==> src/rsc_pkg.sv <==
package rsc_pkg;
	localparam int RSC_ADDR_W = 4;
	localparam int RSC_DATA_W = 8;
	localparam logic [3:0] RSC_CAUSE_OFS = 4'h0;
	localparam logic [3:0] RSC_CTRL_OFS = 4'h1;
	localparam logic [3:0] RSC_STAT_OFS = 4'h2;
	localparam int RSC_WATCHDOG_RESET_FLAG_BIT = 3;
	localparam int RSC_BROWNOUT_RESET_FLAG_BIT = 2;
	localparam int RSC_PIN_RESET_FLAG_BIT = 1;
	localparam int RSC_POWER_ON_RESET_FLAG_BIT = 0;
	localparam int RSC_CTRL_ADC_BIT = 0;
	localparam int RSC_CTRL_ACBG_BIT = 1;
	localparam int RSC_DLY_W = 16;
	// Minimum brown-out persistence, ns, and its cycle count at 10 MHz
	localparam int RSC_BOD_MIN_NS = 2000;
	localparam int RSC_CLK_NS = 100;
	localparam int RSC_BOD_CYC = (RSC_BOD_MIN_NS + RSC_CLK_NS - 1) / RSC_CLK_NS;
	localparam logic [RSC_DLY_W-1:0] RSC_DLY_ONE = 16'h0001;

	typedef struct packed {
		logic power_on;
		logic pin_low;
		logic wdt_expire;
		logic wdt_reset_mode;
		logic bod_low;
	} rsc_src_t;

	typedef struct packed {
		logic [RSC_ADDR_W-1:0] addr;
		logic [RSC_DATA_W-1:0] wdata;
		logic wr;
		logic rd;
	} rsc_bus_t;
endpackage : rsc_pkg

==> src/rsc_delay.sv <==
`timescale 1ns/1ps
module rsc_delay import rsc_pkg::*; #(
	parameter int DLY_W = RSC_DLY_W
) (
	input wire logic clk,
	input wire logic rst_n,
	input wire logic req,
	input wire logic [DLY_W-1:0] period,
	output logic busy
);
	initial begin
		if (DLY_W < 2) begin
			$error("rsc_delay: DLY_W too small");
		end
	end
	typedef struct packed {
		logic [DLY_W-1:0] cnt;
		logic run;
	} rsc_dly_st_t;
	rsc_dly_st_t st_reg;
	rsc_dly_st_t st_next;
	// Restarts from full period each time the request drops
	always_comb begin
		st_next = st_reg;
		if (req) begin
			st_next.cnt = period;
			st_next.run = 1'b1;
		end else if (st_reg.run) begin
			if (st_reg.cnt <= DLY_W'(1)) begin
				st_next.run = 1'b0;
				st_next.cnt = '0;
			end else begin
				st_next.cnt = st_reg.cnt - DLY_W'(1);
			end
		end
	end
	always_ff @(posedge clk or negedge rst_n) begin
		if (!rst_n) begin
			st_reg <= '{cnt: '0, run: 1'b1};
		end else begin
			st_reg <= st_next;
		end
	end
	assign busy = st_reg.run;
endmodule : rsc_delay

==> src/rsc_sync.sv <==
`timescale 1ns/1ps
module rsc_sync import rsc_pkg::*; #(
	parameter int WIDTH = 1
) (
	input wire logic clk,
	input wire logic rst_n,
	input wire logic [WIDTH-1:0] d,
	output logic [WIDTH-1:0] q
);
	typedef struct packed {
		logic [WIDTH-1:0] s1;
		logic [WIDTH-1:0] s2;
	} rsc_sync_st_t;
	rsc_sync_st_t st_reg;
	rsc_sync_st_t st_next;
	always_comb begin
		st_next.s1 = d;
		st_next.s2 = st_reg.s1;
	end
	always_ff @(posedge clk or negedge rst_n) begin
		if (!rst_n) begin
			st_reg <= '0;
		end else begin
			st_reg <= st_next;
		end
	end
	assign q = st_reg.s2;
endmodule : rsc_sync

==> src/rsc_top.sv <==
// Functional notes
// - Reset loads I/O registers, core restarts
// - Power-on and enabled pin reset outputs asynchronously
// - Delay counter stretches reset after sources
// - Four causes each assert internal reset
// - Power-on release starts delay, drop immediate
// - Pin low resets clocklessly, delay after
// - Disable fuse ignores reset pin
// - Brown-out asserts after sync and BOD_CYC cycles, delay on recovery
// - Short supply dips ignored by brown-out
// - Watchdog resets only in reset mode
// - Watchdog pulse one cycle, delay after
// - Cause bits seven to four read zero
// - Watchdog flag bit3, cleared POR/write zero
// - Brown-out flag bit2, cleared POR/write zero
// - Pin flag bit1, cleared POR/write zero
// - Power-on flag bit0, only write zero
// - Bandgap on for detector, comparator, converter
//
// The register addresses and the strobed register port are this design's own decisions.
`timescale 1ns/1ps
module rsc_top import rsc_pkg::*; #(
	parameter int DLY_W = RSC_DLY_W,
	parameter int BOD_CYC = RSC_BOD_CYC
) (
	input wire logic clk,
	input wire logic rst_n,
	input wire logic power_on_n,
	input wire logic reset_pin_n,
	input wire logic pin_reset_disable_fuse,
	input wire logic wdt_expire,
	input wire logic wdt_reset_mode,
	input wire logic brownout_detector_en,
	input wire logic bod_below,
	input wire logic [DLY_W-1:0] startup_delay_period,
	input wire logic [RSC_ADDR_W-1:0] addr,
	input wire logic [RSC_DATA_W-1:0] wdata,
	input wire logic wr,
	input wire logic rd,
	output logic [RSC_DATA_W-1:0] rdata,
	output logic sys_reset_n,
	output logic io_reset_n,
	output logic bandgap_en
);
	initial begin
		if (BOD_CYC < 1 || BOD_CYC > 255) begin
			$error("rsc_top: BOD_CYC out of range");
		end
	end

	typedef enum logic [2:0] {
		RSC_ST_HOLD = 3'b001,
		RSC_ST_STRETCH = 3'b010,
		RSC_ST_RUN = 3'b100
	} rsc_state_t;

	typedef struct packed {
		rsc_state_t state;
		logic [3:0] flags;
		logic [1:0] ctrl;
		logic [7:0] bod_cnt;
		logic bod_rst;
		logic wdt_pulse;
		logic [RSC_DATA_W-1:0] rdata;
	} rsc_st_t;

	rsc_st_t st_reg;
	rsc_st_t st_next;
	rsc_bus_t bus;
	rsc_src_t src;
	logic [2:0] pin_sync;
	logic pin_low_s;
	logic por_s;
	logic pin_active;
	logic any_req;
	logic dly_busy;
	logic async_rst_n;

	assign bus = '{addr: addr, wdata: wdata, wr: wr, rd: rd};

	// Sampled copies feed state and flags; raw pins only force reset asynchronously
	rsc_sync #(.WIDTH(3)) u_sync (
		.clk(clk),
		.rst_n(rst_n),
		.d({~power_on_n, ~reset_pin_n, bod_below}),
		.q(pin_sync)
	);
	assign pin_low_s = pin_sync[1];
	assign por_s = pin_sync[2];

	assign src.power_on = ~power_on_n;
	assign src.pin_low = ~reset_pin_n;
	assign src.wdt_expire = wdt_expire;
	assign src.wdt_reset_mode = wdt_reset_mode;
	assign src.bod_low = pin_sync[0];

	assign pin_active = pin_low_s & ~pin_reset_disable_fuse;

	// Asynchronous path keeps I/O in reset with no clock running
	assign async_rst_n = ~(src.power_on | (src.pin_low & ~pin_reset_disable_fuse));

	// Single request from all causes
	assign any_req = por_s | pin_active | st_reg.bod_rst | st_reg.wdt_pulse;

	rsc_delay #(.DLY_W(DLY_W)) u_delay (
		.clk(clk),
		// Not cleared by the raw sources, so a released supply still sees the full delay
		.rst_n(rst_n),
		.req(any_req),
		.period(startup_delay_period),
		.busy(dly_busy)
	);

	function automatic logic [3:0] rsc_clear_w(input logic [3:0] cur, input logic [7:0] d);
		rsc_clear_w = cur & d[3:0];
	endfunction : rsc_clear_w

	always_comb begin
		st_next = st_reg;
		st_next.rdata = '0;
		// Brown-out filter: low must persist BOD_CYC cycles
		if (brownout_detector_en && src.bod_low) begin
			if (st_reg.bod_cnt >= 8'(BOD_CYC - 1)) begin
				st_next.bod_rst = 1'b1;
			end else begin
				st_next.bod_cnt = st_reg.bod_cnt + 8'h01;
			end
		end else begin
			st_next.bod_cnt = 8'h00;
			st_next.bod_rst = 1'b0;
		end
		// Watchdog pulse is one cycle; falling edge releases to delay
		st_next.wdt_pulse = src.wdt_expire & src.wdt_reset_mode & ~st_reg.wdt_pulse;
		// Software write of zero clears; hardware set wins below
		if (bus.wr && bus.addr == RSC_CAUSE_OFS) begin
			st_next.flags = rsc_clear_w(st_reg.flags, bus.wdata);
		end
		if (bus.wr && bus.addr == RSC_CTRL_OFS) begin
			st_next.ctrl = bus.wdata[1:0];
		end
		if (st_reg.wdt_pulse) begin
			st_next.flags[RSC_WATCHDOG_RESET_FLAG_BIT] = 1'b1;
		end
		if (st_next.bod_rst && !st_reg.bod_rst) begin
			st_next.flags[RSC_BROWNOUT_RESET_FLAG_BIT] = 1'b1;
		end
		if (pin_active) begin
			st_next.flags[RSC_PIN_RESET_FLAG_BIT] = 1'b1;
		end
		if (por_s) begin
			st_next.flags = 4'h0;
			st_next.flags[RSC_POWER_ON_RESET_FLAG_BIT] = 1'b1;
		end
		case (st_reg.state)
			RSC_ST_HOLD: begin
				if (!any_req) begin
					st_next.state = RSC_ST_STRETCH;
				end
			end
			RSC_ST_STRETCH: begin
				if (any_req) begin
					st_next.state = RSC_ST_HOLD;
				end else if (!dly_busy) begin
					st_next.state = RSC_ST_RUN;
				end
			end
			RSC_ST_RUN: begin
				if (any_req) begin
					st_next.state = RSC_ST_HOLD;
				end
			end
			default: begin
				st_next.state = RSC_ST_HOLD;
			end
		endcase
		if (bus.rd) begin
			case (bus.addr)
				RSC_CAUSE_OFS: st_next.rdata = {4'h0, st_reg.flags};
				RSC_CTRL_OFS: st_next.rdata = {6'h00, st_reg.ctrl};
				RSC_STAT_OFS: st_next.rdata = {5'h00, st_reg.state};
				default: st_next.rdata = '0;
			endcase
		end
	end

	// Only rst_n clears control state; power-on and pin leave ctrl unchanged, power-on sets flags to 4'h1
	always_ff @(posedge clk or negedge rst_n) begin
		if (!rst_n) begin
			st_reg <= '{state: RSC_ST_HOLD, flags: 4'h0, ctrl: 2'h0, bod_cnt: 8'h00,
				bod_rst: 1'b0, wdt_pulse: 1'b0, rdata: '0};
		end else begin
			st_reg <= st_next;
		end
	end

	assign rdata = st_reg.rdata;
	// Internal reset held until stretch done; drop is immediate
	assign sys_reset_n = async_rst_n & (st_reg.state == RSC_ST_RUN) & ~any_req;
	assign io_reset_n = sys_reset_n;
	assign bandgap_en = brownout_detector_en | st_reg.ctrl[RSC_CTRL_ACBG_BIT]
		| st_reg.ctrl[RSC_CTRL_ADC_BIT];
endmodule : rsc_top

==> config.mk <==
export PLATFORM = sky130hd
export DESIGN_NAME = rsc_top
export DESIGN_NICKNAME = d
export VERILOG_FILES = /design/src/rsc_pkg.sv /design/src/rsc_delay.sv /design/src/rsc_sync.sv /design/src/rsc_top.sv
export SDC_FILE = /design/constraint.sdc
export NUM_CORES = 1
export LEC_CHECK = 0
export BUFFER_PORTS_ARGS = -buffer_cell sky130_fd_sc_hd__buf_4
export CORE_UTILIZATION = 45
export DETAILED_ROUTE_END_ITERATION = 7
export PLACE_DENSITY = 0.68
export RECOVER_POWER = 100
export SLEW_MARGIN = 10
export SYNTH_ARGS = -nofsm -noshare
export SYNTH_HDL_FRONTEND = slang
export SYNTH_SLANG_ARGS = --single-unit
==> constraint.sdc <==
create_clock -name clk -period 2.55 [get_ports clk]
set_input_delay 0.1275 -clock clk [delete_from_list [all_inputs] [get_ports clk]]
set_output_delay 0.1275 -clock clk [all_outputs]
set_load 0.1 [all_outputs]
==> results.md <==
- Final instance area: 2790 um2
- Slew Limit Fails: 0
- Critical path class: reg -> out
- R2r setup slk: 0.24 ns
- Worst Max-Slew Pin Slew: 1.16 ns
- Fillers: between 400 and 500
- Die Y: ~74 um
- Post-synthesis async set-or-reset flop share: 1.00
- Worst setup margin: 0.232 ns
- # setup viols final: 0
- Setup Buffers After CTS: 0
- Hold bufs inserted after CTS: 4
- CP peak stage delay: roughly 0.76 ns
- Post-Place Cell Area: ~2700 um2
- Post-Syn Area: 2340 um2
- Placer Congestion: around 0.84
- Core Util, Final: 0.576
- Synth Area in Compound Gates: 0.141
- Max reg flops: 19
- R2R depth: 6
- Total CTS buffers: 5
- Peak supply drop: between 0.2 and 0.3 mV
- Max-Cap Viols: 0
- DRC: 0
- Clk_skew: roughly 0.0043 ns
- Sequential element share of the synthesized area: 0.493
- Top_reg_cell synth: dfrtp_1
- Routed WL per cell: approximately 13 um
- Status: finished, final reports clean
- Sequential Area: between 1000 and 1500 um2
- Adder-cell share of the synthesized area: 0.0160
- DIE AREA: about 5500 um2
- Root Driver: clkbuf_8
- Dpl cells: approximately 340
- Post-Layout Cell Count: around 360
- Post-DP HPWL: about 3400 um
- Synth Warn #: 0
- Row count: 25
- Htree depth: 2
- Nets: 329
- Global-route wire length before repair: ~8100 um
- R2r endpoint: u_delay.st_reg[10]
- Crit-path max FO: 10
- Antenna cell count: 0
- Cell Pwr Density: approximately 580 nW/um2
- R2r startpoint: u_delay.st_reg[12]
- Post-synthesis xor/xnor area fraction: 0.0187
- Largest cells by area after synthesis: dfrtp_1, nor2_1, a21oi_1
- Number of synthesized flops with an enable pin: 0
- Worst skew pair latency: roughly 0.30 ns
- Area growth, synth to finish: 19.3%
- Largest net degree at the start of global routing: 47
- DRT antenna net count: 0
- Pre-CTS setup slack: around 0.47 ns
- # IOs: 50
- CP Capture Type: output port
- Layout cells sized above 1: 0.181
- WHS: 0.0209 ns
- Synthesis-stage register bit count: 46
- 1st-pass router iterations: 4
- Vias per Instance: roughly 5.3
- Synth cell types: 50
- PortBufs: slightly above 40
- Class of the worst hold path: in -> reg
- Total congestion overflow: 0
- Startpoint Class: register
- Max Fclk: ~0.43 GHz
- Area leader, netlist: dfrtp_1
- Clock Path Buffers: 2
- CTS tree: yes
- Final Hold Fails: 0
- P_leak: about 1.2 nW
- Vias: 1899
- Initial antenna violation count: 0
- Mux cell area share after synthesis: 0.0439
- Worst path cell trace: or4_1 -> nor4_4 -> clkbuf_4
- Die width: approximately 74 um
- Final wirelength: ~4800 um
- Clock-pin slew on the worst setup and hold paths: ~0.090 ns
- Post-Synth Simple-Gate Area: 0.226
- Max-slew headroom: 0.227
- Worst Setup SP: st_reg[8]
- Initial Util: 0.483
- Main combinational cell family by area after synthesis: simple AND/OR/NAND/NOR gates
- DRT iter0 DRCs: between 100 and 150
- Clk sinks: 46
- Min Tclk post-route: 2.32 ns
- Global Route Usage Sum: 0.197
- Number of global-route vias before repair: ~1800
- Gate Count Post-Synth: between 200 and 250
- CP Capture Point: io_reset_n
- Final Cycle Share: 0.909
- CP required: ~2.4 ns
- Post-synth top area share: 0.471
- Core Region: ~4800 um2
- Crit path DAT: between 2 and 2.5 ns
- RSZ-0062 raised after global routing: no
- Syn avg cell area: ~9.6 um2
- Slowest cell on crit path: or4_1
- Post-CTS sizing: 0
- Multi-input gate area: approximately 1000 um2
## cells in the mapped netlist (2+ instances only)
library cell / n
o21ai_0: 9
xor2_1: 3
nor3_1: 5
or3_1: 5
a22oi_1: 2
clkbuf_1: 9
nor4b_1: 2
nand2_1: 14
ha_1: 3
or4_1: 2
xnor2_1: 2
nor2b_1: 3
a31oi_1: 3
nand4_1: 5
a21oi_1: 16
nor2_1: 33
buf_4: 10
nand3_1: 8
mux2i_1: 8
inv_1: 7
dfrtp_1: 44
and3_1: 6
dfstp_2: 2
o211ai_1: 2
o21ai_1: 8
mux2_2: 2
nor4_1: 4
nand2b_1: 2
a211oi_1: 4
## cell families after synthesis
logic type	Yosys count
and+or+nand+nor	98
muxes	10
AOI/OAI and AO/OA	54
adders and majority gates	3
other	1
DFF	46
buffers and inverters	27
xor gates and xnor gates	5
## area by class of cell
| type | instances | share of cell area |
|---|---|---|
| timing repair buffer | 53 | 0.133 |
| sequential | 46 | 0.413 |
| tap | 67 | 0.0300 |
| clock inverter | 2 | 0.0134 |
| inverter | 7 | 0.00941 |
| multi-input combinational | 174 | 0.375 |
| clock buffer | 6 | 0.0260 |
## placed cells by master (no fill, tap or decap), types with 2 or more instances in the layout
| master | n |
|---|---|
| a22oi_1 | 2 |
| o21ai_1 | 2 |
| nand4_1 | 5 |
| nand2b_1 | 2 |
| a211oi_1 | 4 |
| or3_1 | 5 |
| a21oi_1 | 16 |
| nor3_1 | 5 |
| clkbuf_1 | 10 |
| dlygate4sd3_1 | 4 |
| o21ai_0 | 15 |
| nor2b_1 | 3 |
| nor4_1 | 4 |
| nand3_1 | 8 |
| xor2_1 | 3 |
| and3_1 | 6 |
| clkbuf_4 | 5 |
| o211ai_1 | 2 |
| or4_1 | 3 |
| a31oi_1 | 3 |
| clkbuf_8 | 5 |
| mux2i_1 | 8 |
| conb_1 | 4 |
| ha_1 | 3 |
| dfrtp_1 | 44 |
| nand2_1 | 15 |
| nor4b_1 | 2 |
| inv_1 | 7 |
| xnor2_1 | 2 |
| mux2_2 | 2 |
| buf_4 | 34 |
| nor2_1 | 33 |
## critical path, delay by kind of cell, from the launching register on
| family | cells | cell delay (ns) |
|---|---|---|
| buffers and inverters | 1 | 0.38 |
| AND/OR/NAND/NOR | 2 | 1.10 |
| flip-flops | 1 | 0.41 |
## per-layer routing
layer / up-vias / wire length [um] / GRT usage
met5: - / 0 / 0
met4: 0 / 84 / 0.0812
met3: 8 / 215 / 0.0461
met2: 43 / 2050 / 0.288
met1: 894 / 2400 / 0.283
li1: 954 / - / -
## metrics by stage
stage / total power [mW] / TNS (ns)
final: 1.63 / 0
after global placement: 1.11 / 0
after detailed placement: 1.12 / 0
after CTS: 1.66 / 0
after floorplan: 1.02 / -0.253
after global routing: 1.71 / 0
## power by group
group	switching, mW	leakage, nW	total [mW]	internal, mW
registers	0.0499	0.573	0.828	0.778
logic	0.155	0.616	0.262	0.107
clock network	0.249	0.0514	0.541	0.292
total	0.453	1.24	1.63	1.18
## worst min-delay path by stage
stage,start,end,slack [ns],depth (start not counted)
2_1_floorplan,rst_n,rdata[0],-0.17,0
3_3_place_gp,rst_n,st_reg[10],0.17,1
3_5_place_dp,rst_n,st_reg[10],0.17,1
4_1_cts,startup_delay_period[5],u_delay.st_reg[6],0.01,3
5_1_grt,addr[0],rdata[3],0.02,2
6_report,startup_delay_period[1],u_delay.st_reg[2],0.02,3
(Power assumes the default switching activity.)
